`src/design/aht_defines.vh`:
```
// constants for the angle hysteresis and turn tracking block
// assumes every user sits on the single system clock sys_clk
`ifndef AHT_DEFINES_VH
`define AHT_DEFINES_VH

// angle widths
`define AHT_ANG_W        14
`define AHT_RD_W         12
`define AHT_ACC_W        21
`define AHT_HYS_W        6
`define AHT_REV_BITS     9
`define AHT_FULL_REV     16384
`define AHT_HALF_CODES   2048

// turn register and its step selection
`define AHT_TURN_ADDR    6'h2C
`define AHT_SH_180       11
`define AHT_SH_45        9

// startup policy field inside configuration word 0x1D
`define AHT_CFG_WORD     6'h1D
`define AHT_POL_MSB      19
`define AHT_POL_LSB      18
`define AHT_POL_ZERO_A   2'h0
`define AHT_POL_ZERO_B   2'h1
`define AHT_POL_ABS      2'h2
`define AHT_POL_BOUND    2'h3

// preload command codes
`define AHT_CMD_PRELOAD  8'h03
`define AHT_INIT_KEY     8'h46

`endif

```
`src/design/aht_hysteresis.v`:
```
// hysteresis filter on the 14-bit compensated angle
// assumes angle samples come from logic on sys_clk with a valid strobe
`timescale 1ns/1ps
`default_nettype none
`include "aht_defines.vh"

module aht_hysteresis
(
    input  wire                   sys_clk,
    input  wire                   rst_b,
    input  wire                   restart,
    input  wire                   ang_valid,
    input  wire [`AHT_ANG_W-1:0]  ang_in,
    input  wire [`AHT_HYS_W-1:0]  hysteresis_width,
    output reg  [`AHT_ANG_W-1:0]  head,
    output reg                    rotation_direction_flag
);

    reg                   primed;
    reg  [`AHT_ANG_W-1:0] diff;
    reg  [`AHT_ANG_W-1:0] lag;
    wire [`AHT_ANG_W-1:0] width_ext;

    // width counts 14-bit codes: 360/16384 degrees each
    assign width_ext = {{(`AHT_ANG_W-`AHT_HYS_W){1'b0}}, hysteresis_width};

    // distance from head, taken against the reference direction
    always @*
    begin
        diff = ang_in - head;
        if (rotation_direction_flag)
            lag = head - ang_in;
        else
            lag = diff;
    end

    // head follows forward motion, flips only past the far window end
    always @(posedge sys_clk or negedge rst_b)
    begin
        if (!rst_b)
        begin
            head                    <= {`AHT_ANG_W{1'b0}};
            rotation_direction_flag <= 1'b0;
            primed                  <= 1'b0;
        end
        else if (restart)
        begin
            rotation_direction_flag <= 1'b0;
            primed                  <= 1'b0;
        end
        else if (ang_valid)
        begin
            if (!primed)
            begin
                // window placed behind the first angle
                head   <= ang_in;
                primed <= 1'b1;
            end
            else if (lag != {`AHT_ANG_W{1'b0}} && !lag[`AHT_ANG_W-1])
                head <= ang_in;
            else if ((~lag + 1'b1) > width_ext)
            begin
                head                    <= ang_in;
                rotation_direction_flag <= ~rotation_direction_flag;
            end
            // otherwise inside the window: output frozen
        end
    end

endmodule // aht_hysteresis
`default_nettype wire

```
`src/design/aht_turn_tracker.v`:
```
// angle hysteresis filter and multi-revolution turn tracker
// assumes all inputs come from logic on sys_clk; serial protocol and
// nonvolatile memory live outside and present fields as plain ports
//
// Functional notes
// - hysteresis window width is field value times 360/16384 degrees.
// - filtered angle readable at 12-bit resolution beside raw angle.
// - forward motion passes measured angle straight to filtered output.
// - on reversal filtered output holds until angle leaves window.
// - exit on far side moves head there and reverses direction.
// - direction flag 0 means increasing, 1 means decreasing.
// - reset or self-test: direction increasing, window behind first angle.
// - turn source select 0 takes angle from zero-crossing path.
// - accumulate angle changes; 24-bit word is angle plus extended revolutions.
// - accumulator holds 21 bits of position relative to reference.
// - turn count is upper 10 bits (180 mode) or 12 (45 mode).
// - turn range -512..511 or -2048..2047 depending on step.
// - startup policy comes from bits 19:18 of configuration word 0x1D.
// - policy 00 or 01 clears accumulator at startup.
// - policy 10 loads accumulator with angle seen at startup.
// - policy 11 loads offset past lower step boundary, count zero.
// - 2048 accumulator codes equal 180 degrees.
// - preload stages 21 bits, then command 0x03 and key 0x46.
// - policy 10 or 11 preload snaps to value matching sensed angle.
`timescale 1ns/1ps
`default_nettype none
`include "aht_defines.vh"

module aht_turn_tracker
(
    input  wire                   sys_clk,
    input  wire                   rst_b,
    input  wire                   logic_builtin_selftest,
    input  wire                   ang_valid,
    input  wire [`AHT_ANG_W-1:0]  ang_in,
    input  wire [`AHT_RD_W-1:0]   zero_crossing_path,
    input  wire                   turn_source_select,
    input  wire                   fine_turn_step_select,
    input  wire [`AHT_HYS_W-1:0]  hysteresis_width,
    input  wire [23:0]            cfg_word,
    input  wire [15:0]            staging_data_high,
    input  wire [15:0]            staging_data_low,
    input  wire [7:0]             command_code_field,
    input  wire                   initiate_wr,
    input  wire [7:0]             initiate_code,
    output reg  [`AHT_RD_W-1:0]   raw_angle_readout,
    output reg  [`AHT_RD_W-1:0]   filtered_angle_readout,
    output wire                   rotation_direction_flag,
    output reg  [15:0]            turn_count_readout,
    output reg  [23:0]            accumulated_position_word,
    output reg                    tracker_ready,
    output reg                    preload_done
);

    // tracker states
    localparam ST_INIT = 1'b0;
    localparam ST_RUN  = 1'b1;

    reg                   state;
    reg                   next_state;
    reg  [`AHT_ACC_W-1:0] acc;
    reg  [`AHT_ACC_W-1:0] next_acc;
    reg  [`AHT_RD_W-1:0]  prev_ang;
    reg  [`AHT_RD_W-1:0]  next_prev_ang;
    reg                   next_done;

    wire [`AHT_ANG_W-1:0] hys_head;
    wire [`AHT_RD_W-1:0]  src_ang;
    wire [1:0]            policy;
    wire [`AHT_ACC_W-1:0] staged;
    wire                  preload_req;
    wire [`AHT_RD_W-1:0]  step;
    wire [`AHT_ACC_W-1:0] moved;

    // sign-extend a 12-bit signed code to the accumulator width
    function [`AHT_ACC_W-1:0] sext12;
        input [`AHT_RD_W-1:0] v;
        begin
            sext12 = {{(`AHT_ACC_W-`AHT_RD_W){v[`AHT_RD_W-1]}}, v};
        end
    endfunction

    // turn count from the accumulator, extended to 16 bits
    function [15:0] turn_of;
        input [`AHT_ACC_W-1:0] a;
        input                  fine;
        begin
            if (fine)
                turn_of = {{4{a[`AHT_ACC_W-1]}},
                           a[`AHT_ACC_W-1:`AHT_SH_45]};
            else
                turn_of = {{6{a[`AHT_ACC_W-1]}},
                           a[`AHT_ACC_W-1:`AHT_SH_180]};
        end
    endfunction

    // residue past the lower step boundary for the chosen step
    function [`AHT_ACC_W-1:0] bound_off;
        input [`AHT_RD_W-1:0] ang;
        input                 fine;
        begin
            if (fine)
                bound_off = {{(`AHT_ACC_W-`AHT_SH_45){1'b0}},
                             ang[`AHT_SH_45-1:0]};
            else
                bound_off = {{(`AHT_ACC_W-`AHT_SH_180){1'b0}},
                             ang[`AHT_SH_180-1:0]};
        end
    endfunction

    // hysteresis filter on the full 14-bit angle
    aht_hysteresis u_hys
    (
        .sys_clk                 (sys_clk),
        .rst_b                   (rst_b),
        .restart                 (logic_builtin_selftest),
        .ang_valid               (ang_valid),
        .ang_in                  (ang_in),
        .hysteresis_width        (hysteresis_width),
        .head                    (hys_head),
        .rotation_direction_flag (rotation_direction_flag)
    );

    // source of the turn path; zero-crossing path when select is low
    assign src_ang = turn_source_select ? ang_in[`AHT_ANG_W-1:2]
                                        : zero_crossing_path;

    // startup policy field of configuration word 0x1D
    assign policy = cfg_word[`AHT_POL_MSB:`AHT_POL_LSB];

    // staged value: five upper bits in high word, sixteen in low word
    assign staged = {staging_data_high[4:0], staging_data_low};

    // both codes must be present in the same initiate write
    assign preload_req = initiate_wr
                       && (initiate_code == `AHT_INIT_KEY)
                       && (command_code_field == `AHT_CMD_PRELOAD);

    // 12-bit wrap gives the shortest signed change across 0 degrees
    assign step  = src_ang - prev_ang;
    assign moved = acc + sext12(step);

    // accumulator, startup policy and preload handling
    always @*
    begin
        next_state    = state;
        next_acc      = acc;
        next_prev_ang = prev_ang;
        next_done     = 1'b0;
        case (state)
            ST_INIT:
            begin
                if (ang_valid)
                begin
                    next_prev_ang = src_ang;
                    next_state    = ST_RUN;
                    case (policy)
                        `AHT_POL_ABS:
                            // 4096 codes per turn, 2048 per half
                            next_acc = sext12(src_ang) &
                                       {{(`AHT_ACC_W-`AHT_RD_W){1'b0}},
                                        {`AHT_RD_W{1'b1}}};
                        `AHT_POL_BOUND:
                            next_acc = bound_off(src_ang,
                                           fine_turn_step_select);
                        default:
                            next_acc = {`AHT_ACC_W{1'b0}};
                    endcase
                end
            end
            ST_RUN:
            begin
                if (ang_valid)
                begin
                    next_acc      = moved;
                    next_prev_ang = src_ang;
                end
                if (preload_req)
                begin
                    next_done = 1'b1;
                    if (policy[1])
                        // keep the phase the sensed angle gives, take
                        // the nearest staged position: errors under
                        // half a turn vanish
                        next_acc = staged + sext12(next_acc[`AHT_RD_W-1:0]
                                   - staged[`AHT_RD_W-1:0]);
                    else
                        next_acc = staged;
                end
            end
            default:
            begin
                next_state = ST_INIT;
            end
        endcase
        // self-test restarts the startup sequence
        if (logic_builtin_selftest)
        begin
            next_state = ST_INIT;
            next_done  = 1'b0;
        end
    end

    // state registers
    always @(posedge sys_clk or negedge rst_b)
    begin
        if (!rst_b)
        begin
            state        <= ST_INIT;
            acc          <= {`AHT_ACC_W{1'b0}};
            prev_ang     <= {`AHT_RD_W{1'b0}};
            preload_done <= 1'b0;
        end
        else
        begin
            state        <= next_state;
            acc          <= next_acc;
            prev_ang     <= next_prev_ang;
            preload_done <= next_done;
        end
    end

    // readout registers, one cycle behind the state they show
    always @(posedge sys_clk or negedge rst_b)
    begin
        if (!rst_b)
        begin
            raw_angle_readout         <= {`AHT_RD_W{1'b0}};
            filtered_angle_readout    <= {`AHT_RD_W{1'b0}};
            turn_count_readout        <= 16'h0000;
            accumulated_position_word <= 24'h000000;
            tracker_ready             <= 1'b0;
        end
        else
        begin
            raw_angle_readout      <= ang_in[`AHT_ANG_W-1:2];
            // head is the held output; low two bits dropped
            filtered_angle_readout <= hys_head[`AHT_ANG_W-1:2];
            // range follows the field width: 10 or 12 signed bits
            turn_count_readout <= turn_of(acc,
                                          fine_turn_step_select);
            // nine revolution bits stretched to twelve over the angle
            accumulated_position_word <=
                {{3{acc[`AHT_ACC_W-1]}}, acc};
            tracker_ready <= (state == ST_RUN);
        end
    end

endmodule // aht_turn_tracker
`default_nettype wire

```
`config.mk`:
```
export PLATFORM = sky130hd
export DESIGN_NAME = aht_turn_tracker
export DESIGN_NICKNAME = d
export VERILOG_FILES = /design/src/design/aht_hysteresis.v /design/src/design/aht_turn_tracker.v
export VERILOG_INCLUDE_DIRS = /design/src /design/src/design
export SDC_FILE = /design/constraint.sdc
export NUM_CORES = 1
export LEC_CHECK = 0
export BUFFER_PORTS_ARGS = -buffer_cell sky130_fd_sc_hd__buf_2
export CORE_MARGIN = 2
export CORE_UTILIZATION = 55
export CTS_CLUSTER_SIZE = 40
export DETAILED_ROUTE_END_ITERATION = 12
export GPL_TIMING_DRIVEN = 1
export HOLD_SLACK_MARGIN = 0.12
export PLACE_DENSITY_LB_ADDON = 0.1
export SLEW_MARGIN = 0
export SYNTH_ARGS = -nofsm -noshare
export SYNTH_HDL_FRONTEND = slang
export SYNTH_HIERARCHICAL = 1
export SYNTH_SLANG_ARGS = --single-unit
```
`constraint.sdc`:
```
create_clock -name sys_clk -period 10.1 [get_ports sys_clk]
set_clock_uncertainty 0.2 [all_clocks]
set_input_delay 1.01 -clock sys_clk [delete_from_list [all_inputs] [get_ports sys_clk]]
set_output_delay 1.01 -clock sys_clk [all_outputs]
set_load 0.1 [all_outputs]
```
==> results of run 1 <==
cells in the mapped netlist (12+ instances only):
| cell type | count |
|---|---|
| and3_1 | 15 |
| xor2_1 | 23 |
| o211ai_1 | 13 |
| xnor2_1 | 41 |
| dfrtp_1 | 108 |
| a211oi_1 | 13 |
| nor3_1 | 17 |
| nor2_1 | 67 |
| nand2b_1 | 15 |
| o21ai_0 | 52 |
| ha_1 | 95 |
| nor2b_1 | 18 |
| a21o_1 | 34 |
| inv_1 | 94 |
| clkbuf_1 | 12 |
| nand2_1 | 71 |
| mux2i_1 | 31 |
| mux2_2 | 14 |
| a21oi_1 | 87 |
cell usage in the layout (no fill, tap or decap), drive strengths merged, types with 9 or more instances in the layout:
cell,netlist,final
inv,94,96
mux2i,31,31
nor3,18,18
mux2,16,16
o31ai,9,9
nand3,10,10
o21a,10,10
xor2,23,23
clkbuf,12,9
or3,9,9
xnor2,43,43
o21bai,10,10
nor2b,18,18
ha,95,95
buf,22,149
o21ai,57,57
nor2,67,67
a21o,34,34
o211ai,13,13
nand2b,15,15
nand2,71,71
and3,16,16
dfrtp,108,108
a211oi,14,14
a21oi,89,89
per-layer routing:
layer | vias to the layer above | GRT usage, % | wire [µm]
met5 | - | 0 | 0
met4 | 0 | 9.20 | 483
met3 | 34 | 2.36 | 791
met2 | 185 | 45.2 | 10500
met1 | 3552 | 34.4 | 9690
li1 | 3805 | - | -
cells by family after synthesis:
family,Yosys count,synth area share [%]
adder cells (fa/ha/maj),101,14.8
AND/OR/NAND/NOR,254,14.1
AO/OA/AOI/OAI,294,21.7
XOR/XNOR,66,6.84
buffers and inverters,129,6.34
flip-flops,108,30.6
multiplexers,47,5.59
registers in the layout, indices dropped and copies added (netlist names):
signal and cells:
prev_ang 12, acc 21, raw_angle_readout 12, preload_done 1
u_hys/primed 1, accumulated_position_word 21, u_hys/rotation_direction_flag 1, filtered_angle_readout 12
u_hys/head 14, turn_count_readout 11, state 1, tracker_ready 1
path summary, 6_finish.rpt:
path                                     from                             to  slack (ps)
max                        turn_source_select                        acc[20]        1580
min                            u_hys/head[12]     filtered_angle_readout[10]         210
max reg2reg                       prev_ang[0]                        acc[20]        2660
min reg2reg                    u_hys/head[12]     filtered_angle_readout[10]         210
max in group asynchronous               rst_b  accumulated_position_word[15]        8060
min in group asynchronous               rst_b      filtered_angle_readout[3]         500
area by class of cell:
type / count / area (µm²) / area share, %
multi-input combinational: 762 / 5580 / 56.1
clock buffer: 9 / 225 / 2.27
clock inverter: 6 / 50.0 / 0.503
timing repair buffer: 149 / 761 / 7.65
sequential: 108 / 2700 / 27.2
inverter: 95 / 357 / 3.59
tap: 216 / 270 / 2.72
per-stage QoR:
step                      total power [µW]  cell area (µm²)  hold WS, ps
after floorplan                       2880             8840          173
after global placement                3320             9670          196
after detailed placement              3350             9670          194
after CTS                             3710             9940          212
after global routing                  4040             9940          230
final                                 3710             9940          205
where the power goes:
group / internal, µW / switching (µW) / total (µW)
Combinational: 998 / 1750 / 2750
Sequential: 535 / 78.4 / 613
Clock: 169 / 173 / 342
==> impl_metrics.csv, run 1 <==
group,metric,value,unit
cells_and_area,diodes,0,
cells_and_area,fillers,1474,
route,drtIter0Drc,419,
die,start_util,56.0,%
worst_setup_path,arrival,8550,ps
power,power_density,373,nW/µm²
route,drtAntennaViolNets,0,
timing,hold_viol,0,
worst_setup_path,critPathTopFamily,"compound AO/OA/AOI/OAI gates",
worst_setup_path,worst_setup_path_start_kind,"primary input",
min_path,hold_path.class,"reg2reg",
worst_setup_path,critPathSlowestCell,"fa_1",
clock_tree,htree_levels,3,
route,vias,7576,
worst_setup_path,required,10130,ps
yosys,synth_edf_count,0,
clock_tree,cts_setup_buffers,0,
global_routing,antenna_found_initial,0,
clock_tree,clk_pin_slew,80,ps
route,drc_errors,0,
yosys,ys_async_sr_fraction,100,%
route,first_pass_iters,5,
worst_setup_path,criticalPathCategory,"in2reg",
route,vias_per_cell,5.63,
worst_setup_path,worst_path_largest_cell_delay,400,ps
placement,preCtsSetupSlack,1270,ps
die,die_h,131,µm
route,wire_per_inst,16.0,µm
worst_setup_path,crit_buf_inv,3,
worst_setup_path,endpoint_kind,"register",
cells_and_area,utilization,63.0,%
timing,worstMarginPinSlew,966,ps
global_routing,grtUsageTotal,26.1,%
timing,rsz0062_at_grt,"false",
die,io-pin-count,178,
clock_tree,numCtsBuffers,9,
yosys,synth_cell_types,78,
yosys,syn_area,8840,µm²
yosys,netlist_instances,999,
timing,tns,0,ps
yosys,yosys.area.top_type_share,30.6,%
placement,place.detailed.hpwl,16600,µm
power,vdd_drop_max,0.364,mV
placement,gp_congestion,0.950,
yosys,synth-seq-cells,108,
placement,portBuffers,144,
yosys,yosys-top-cells-area,"dfrtp_1, ha_1, a21oi_1, xnor2_1, inv_1",
clock_tree,cts_tree,"built",
worst_setup_path,crit_cells,38,
yosys,syn-mean-instance-area,8.85,µm²
timing,setup_violations,0,
die,die_width,131,µm
yosys,yosys_warnings,6,
worst_setup_path,path_common_cell,"a21oi_1",
clock_tree,ctsRootBufferMaster,"clkbuf_16",
cells_and_area,fin_nets,1337,
timing,min_period_over_period,84.3,%
clock_tree,postCtsHoldBufs,0,
global_routing,grt_first_pass_wirelength,35200,µm
cells_and_area,final_layout_size_suffix_gt1_share,17.2,%
die,core_area,15800,µm²
timing,slew_viol_final,0,
yosys,ys.flop_type,"dfrtp_1",
placement,dp.cells,1330,
route,totalWireLength,21500,µm
cells_and_area,area_delta_synth_final,12.5,%
worst_setup_path,reg2regPathDepth,36,
worst_setup_path,crit_fanout,12,
clock_tree,cts_sinks,108,
flow_run,max-cap-violations,0,
yosys,synth.largest_area_cell,"dfrtp_1",
cells_and_area,fin_cells,1345,
timing,slew_headroom,35.6,%
timing,setup_slack,1580,ps
global_routing,gr-total-overflow,0,
yosys,synthesis.nets,1211,
min_path,holdPathStages,0,
timing,min_period,8520,ps
clock_tree,cts_buffer_depth,2,
yosys,yosysSeqAreaShare,30.6,%
die,rows,46,
outcome,status,"complete, no violations",
clock_tree,ctsResizeCount,0,
power,p_leak,0.00509,µW
timing,fmax,0.117,GHz
die,die_area,17100,µm²
global_routing,first_global_vias,7213,
clock_tree,clock_latency,360,ps
global_routing,grt_start_max_net_pins,56,
Note: power is estimated with default switching activity, not from simulation.
==> run 2, diff against run 1 <==
--- a/config.mk
+++ b/config.mk
@@ -8,7 +8,7 @@
 export LEC_CHECK = 0
 export BUFFER_PORTS_ARGS = -buffer_cell sky130_fd_sc_hd__buf_2
 export CORE_MARGIN = 2
-export CORE_UTILIZATION = 55
+export CORE_UTILIZATION = 51
 export CTS_CLUSTER_SIZE = 40
 export DETAILED_ROUTE_END_ITERATION = 12
 export GPL_TIMING_DRIVEN = 1
==> constraint.sdc (replaced) <==
create_clock -name sys_clk -period 7.15 [get_ports sys_clk]
set_clock_uncertainty 0.2 [all_clocks]
set_input_delay 0.715 -clock sys_clk [delete_from_list [all_inputs] [get_ports sys_clk]]
set_output_delay 0.715 -clock sys_clk [all_outputs]
set_load 0.1 [all_outputs]
==> run 2 against run 1 <==
Net effect: cell area up 9.1%; non-clock buffer count up 90; wire length up 3.2%.
==> impl_metrics.csv, run 2 (synthesis gave the netlist of run 1 again) <==
group,metric,value,unit
outcome,status,"complete, no violations",
cells_and_area,final_layout_size_suffix_gt1_share,25.7,%
global_routing,antenna_found_initial,0,
timing,slew_viol_final,0,
timing,fin_hold_ws,202,ps
worst_setup_path,crit_fanout,6,
timing,slew_headroom,34.3,%
cells_and_area,mostFrequentLayoutCells,"buf_2, dfrtp_1, buf_4, inv_1, ha_1",
worst_setup_path,r2r_slack,590,ps
worst_setup_path,arrival,6950,ps
timing,rsz0062_at_grt,"true",
clock_tree,clk_pin_slew,80,ps
power,net-switching-power,3070,µW
cells_and_area,final_common_cell,"buf_2",
placement,preCtsSetupSlack,-374,ps
cells_and_area,fin_nets,1427,
route,wire_per_inst,15.4,µm
placement,place.detailed.hpwl,17500,µm
clock_tree,htree_levels,3,
global_routing,first_global_vias,7318,
min_path,hold_path.class,"reg2reg",
power,swShare,50.9,%
die,die_width,136,µm
clock_tree,numCtsBuffers,9,
route,drc_errors,0,
timing,fmax,0.144,GHz
flow_run,max-cap-violations,0,
global_routing,grt_first_pass_wirelength,35400,µm
cells_and_area,area_delta_synth_final,22.7,%
route,vias_per_cell,5.38,
global_routing,grt_start_max_net_pins,77,
route,first_pass_iters,5,
placement,dp.cells,1417,
worst_setup_path,critPathSlowestCell,"o41a_1",
route,drtIter0Drc,378,
cells_and_area,fin_cells,1445,
clock_tree,cts_buffer_depth,2,
power,internal_power,2970,µW
worst_setup_path,worst_setup_path_start_kind,"primary input",
worst_setup_path,worst_path_largest_cell_delay,430,ps
power,vdd_drop_max,0.715,mV
placement,portBuffers,144,
route,vias,7774,
power,pwr-share-clk,8.1,%
route,totalWireLength,22200,µm
die,io-pin-count,178,
power,share_seq_of_total_power,14.2,%
timing,setup_violations,0,
die,die_area,18400,µm²
timing,setup_slack,226,ps
die,core_area,17100,µm²
clock_tree,cts_sinks,108,
timing,min_period,6920,ps
power,power_density,557,nW/µm²
clock_tree,ctsRootBufferMaster,"clkbuf_16",
clock_tree,clock_latency,360,ps
route,drtAntennaViolNets,0,
cells_and_area,diodes,0,
global_routing,grtUsageTotal,24.1,%
clock_tree,cts_tree,"built",
power,p_leak,0.00555,µW
worst_setup_path,required,7180,ps
placement,gp_congestion,0.947,
die,die_h,136,µm
worst_setup_path,criticalPathCategory,"in2reg",
timing,worstMarginPinSlew,978,ps
power,pwr-share-comb,77.7,%
power,p_total,6050,µW
die,rows,48,
timing,hold_viol,0,
die,start_util,51.6,%
worst_setup_path,endpoint_kind,"register",
cells_and_area,largestRegisters,"acc (21), accumulated_position_word (21), u_hys/head (14)",
global_routing,gr-total-overflow,0,
timing,min_period_over_period,96.8,%
==> run 2: layout make-up <==
cell class | count | area (µm²)
clock inverters | 7 | 60.1
well taps | 225 | 282
repair buffers | 239 | 1450
inverters | 95 | 357
fillers | 1540 | 6270
clock buffers | 9 | 225
multi-input cells | 762 | 5770
flip-flops and latches | 108 | 2700
==> run 2: path summary, 6_finish.rpt <==
kind / depth (start not counted) / start / end
setup reg to reg: 34 / prev_ang[0] / acc[20]
max in group asynchronous: 3 / rst_b / u_hys/primed
min in group asynchronous: 2 / rst_b / u_hys/head[5]
hold reg to reg: 0 / u_hys/head[10] / filtered_angle_readout[8]
setup / recovery: 34 / turn_source_select / acc[20]
hold / removal: 0 / u_hys/head[10] / filtered_angle_readout[8]
==> run 2: power by group through the flow <==
stage / logic (µW) / clock network [µW] / registers [µW]
2_1_floorplan: 2710 / 0 / 1460
3_3_place_gp: 4320 / 0 / 871
3_5_place_dp: 4360 / 0 / 872
4_1_cts: 4380 / 502 / 861
5_1_grt: 5150 / 529 / 880
6_report: 4700 / 490 / 858
==> run 2: per-layer routing <==
metal	wire (µm)	track usage, %
met4	330	5.96
met3	626	2.58
met5	0	0
met2	10900	41.9
met1	10300	32.3
==> run 2: worst max-delay path, delay by kind of cell <==
kind / cells / cell delay, ps
AOI/OAI and AO/OA: 15 / 2660
xor gates and xnor gates: 5 / 870
adders and majority gates: 4 / 1030
buffers and inverters: 4 / 490
muxes: 1 / 250
and+or+nand+nor: 5 / 890
==> run 2: repair_timing <==
item                       CTS  global route
setup endpoints to repair    1             9
hold buffers                 1             0
buffers inserted             0            11
gates resized for setup      0            29
hold endpoints to repair    32             0
pin swaps                    2            21
==> run 2: stage by stage <==
stage | util (%) | area, µm² | setup TNS, ps
floorplan | - | 8950 | 0
global placement | 60.5 | 10400 | -1060
detailed placement | 60.5 | 10400 | -1670
CTS | 62.3 | 10700 | 0
global route | 63.4 | 10800 | -824
finish | 63.4 | 10800 | 0
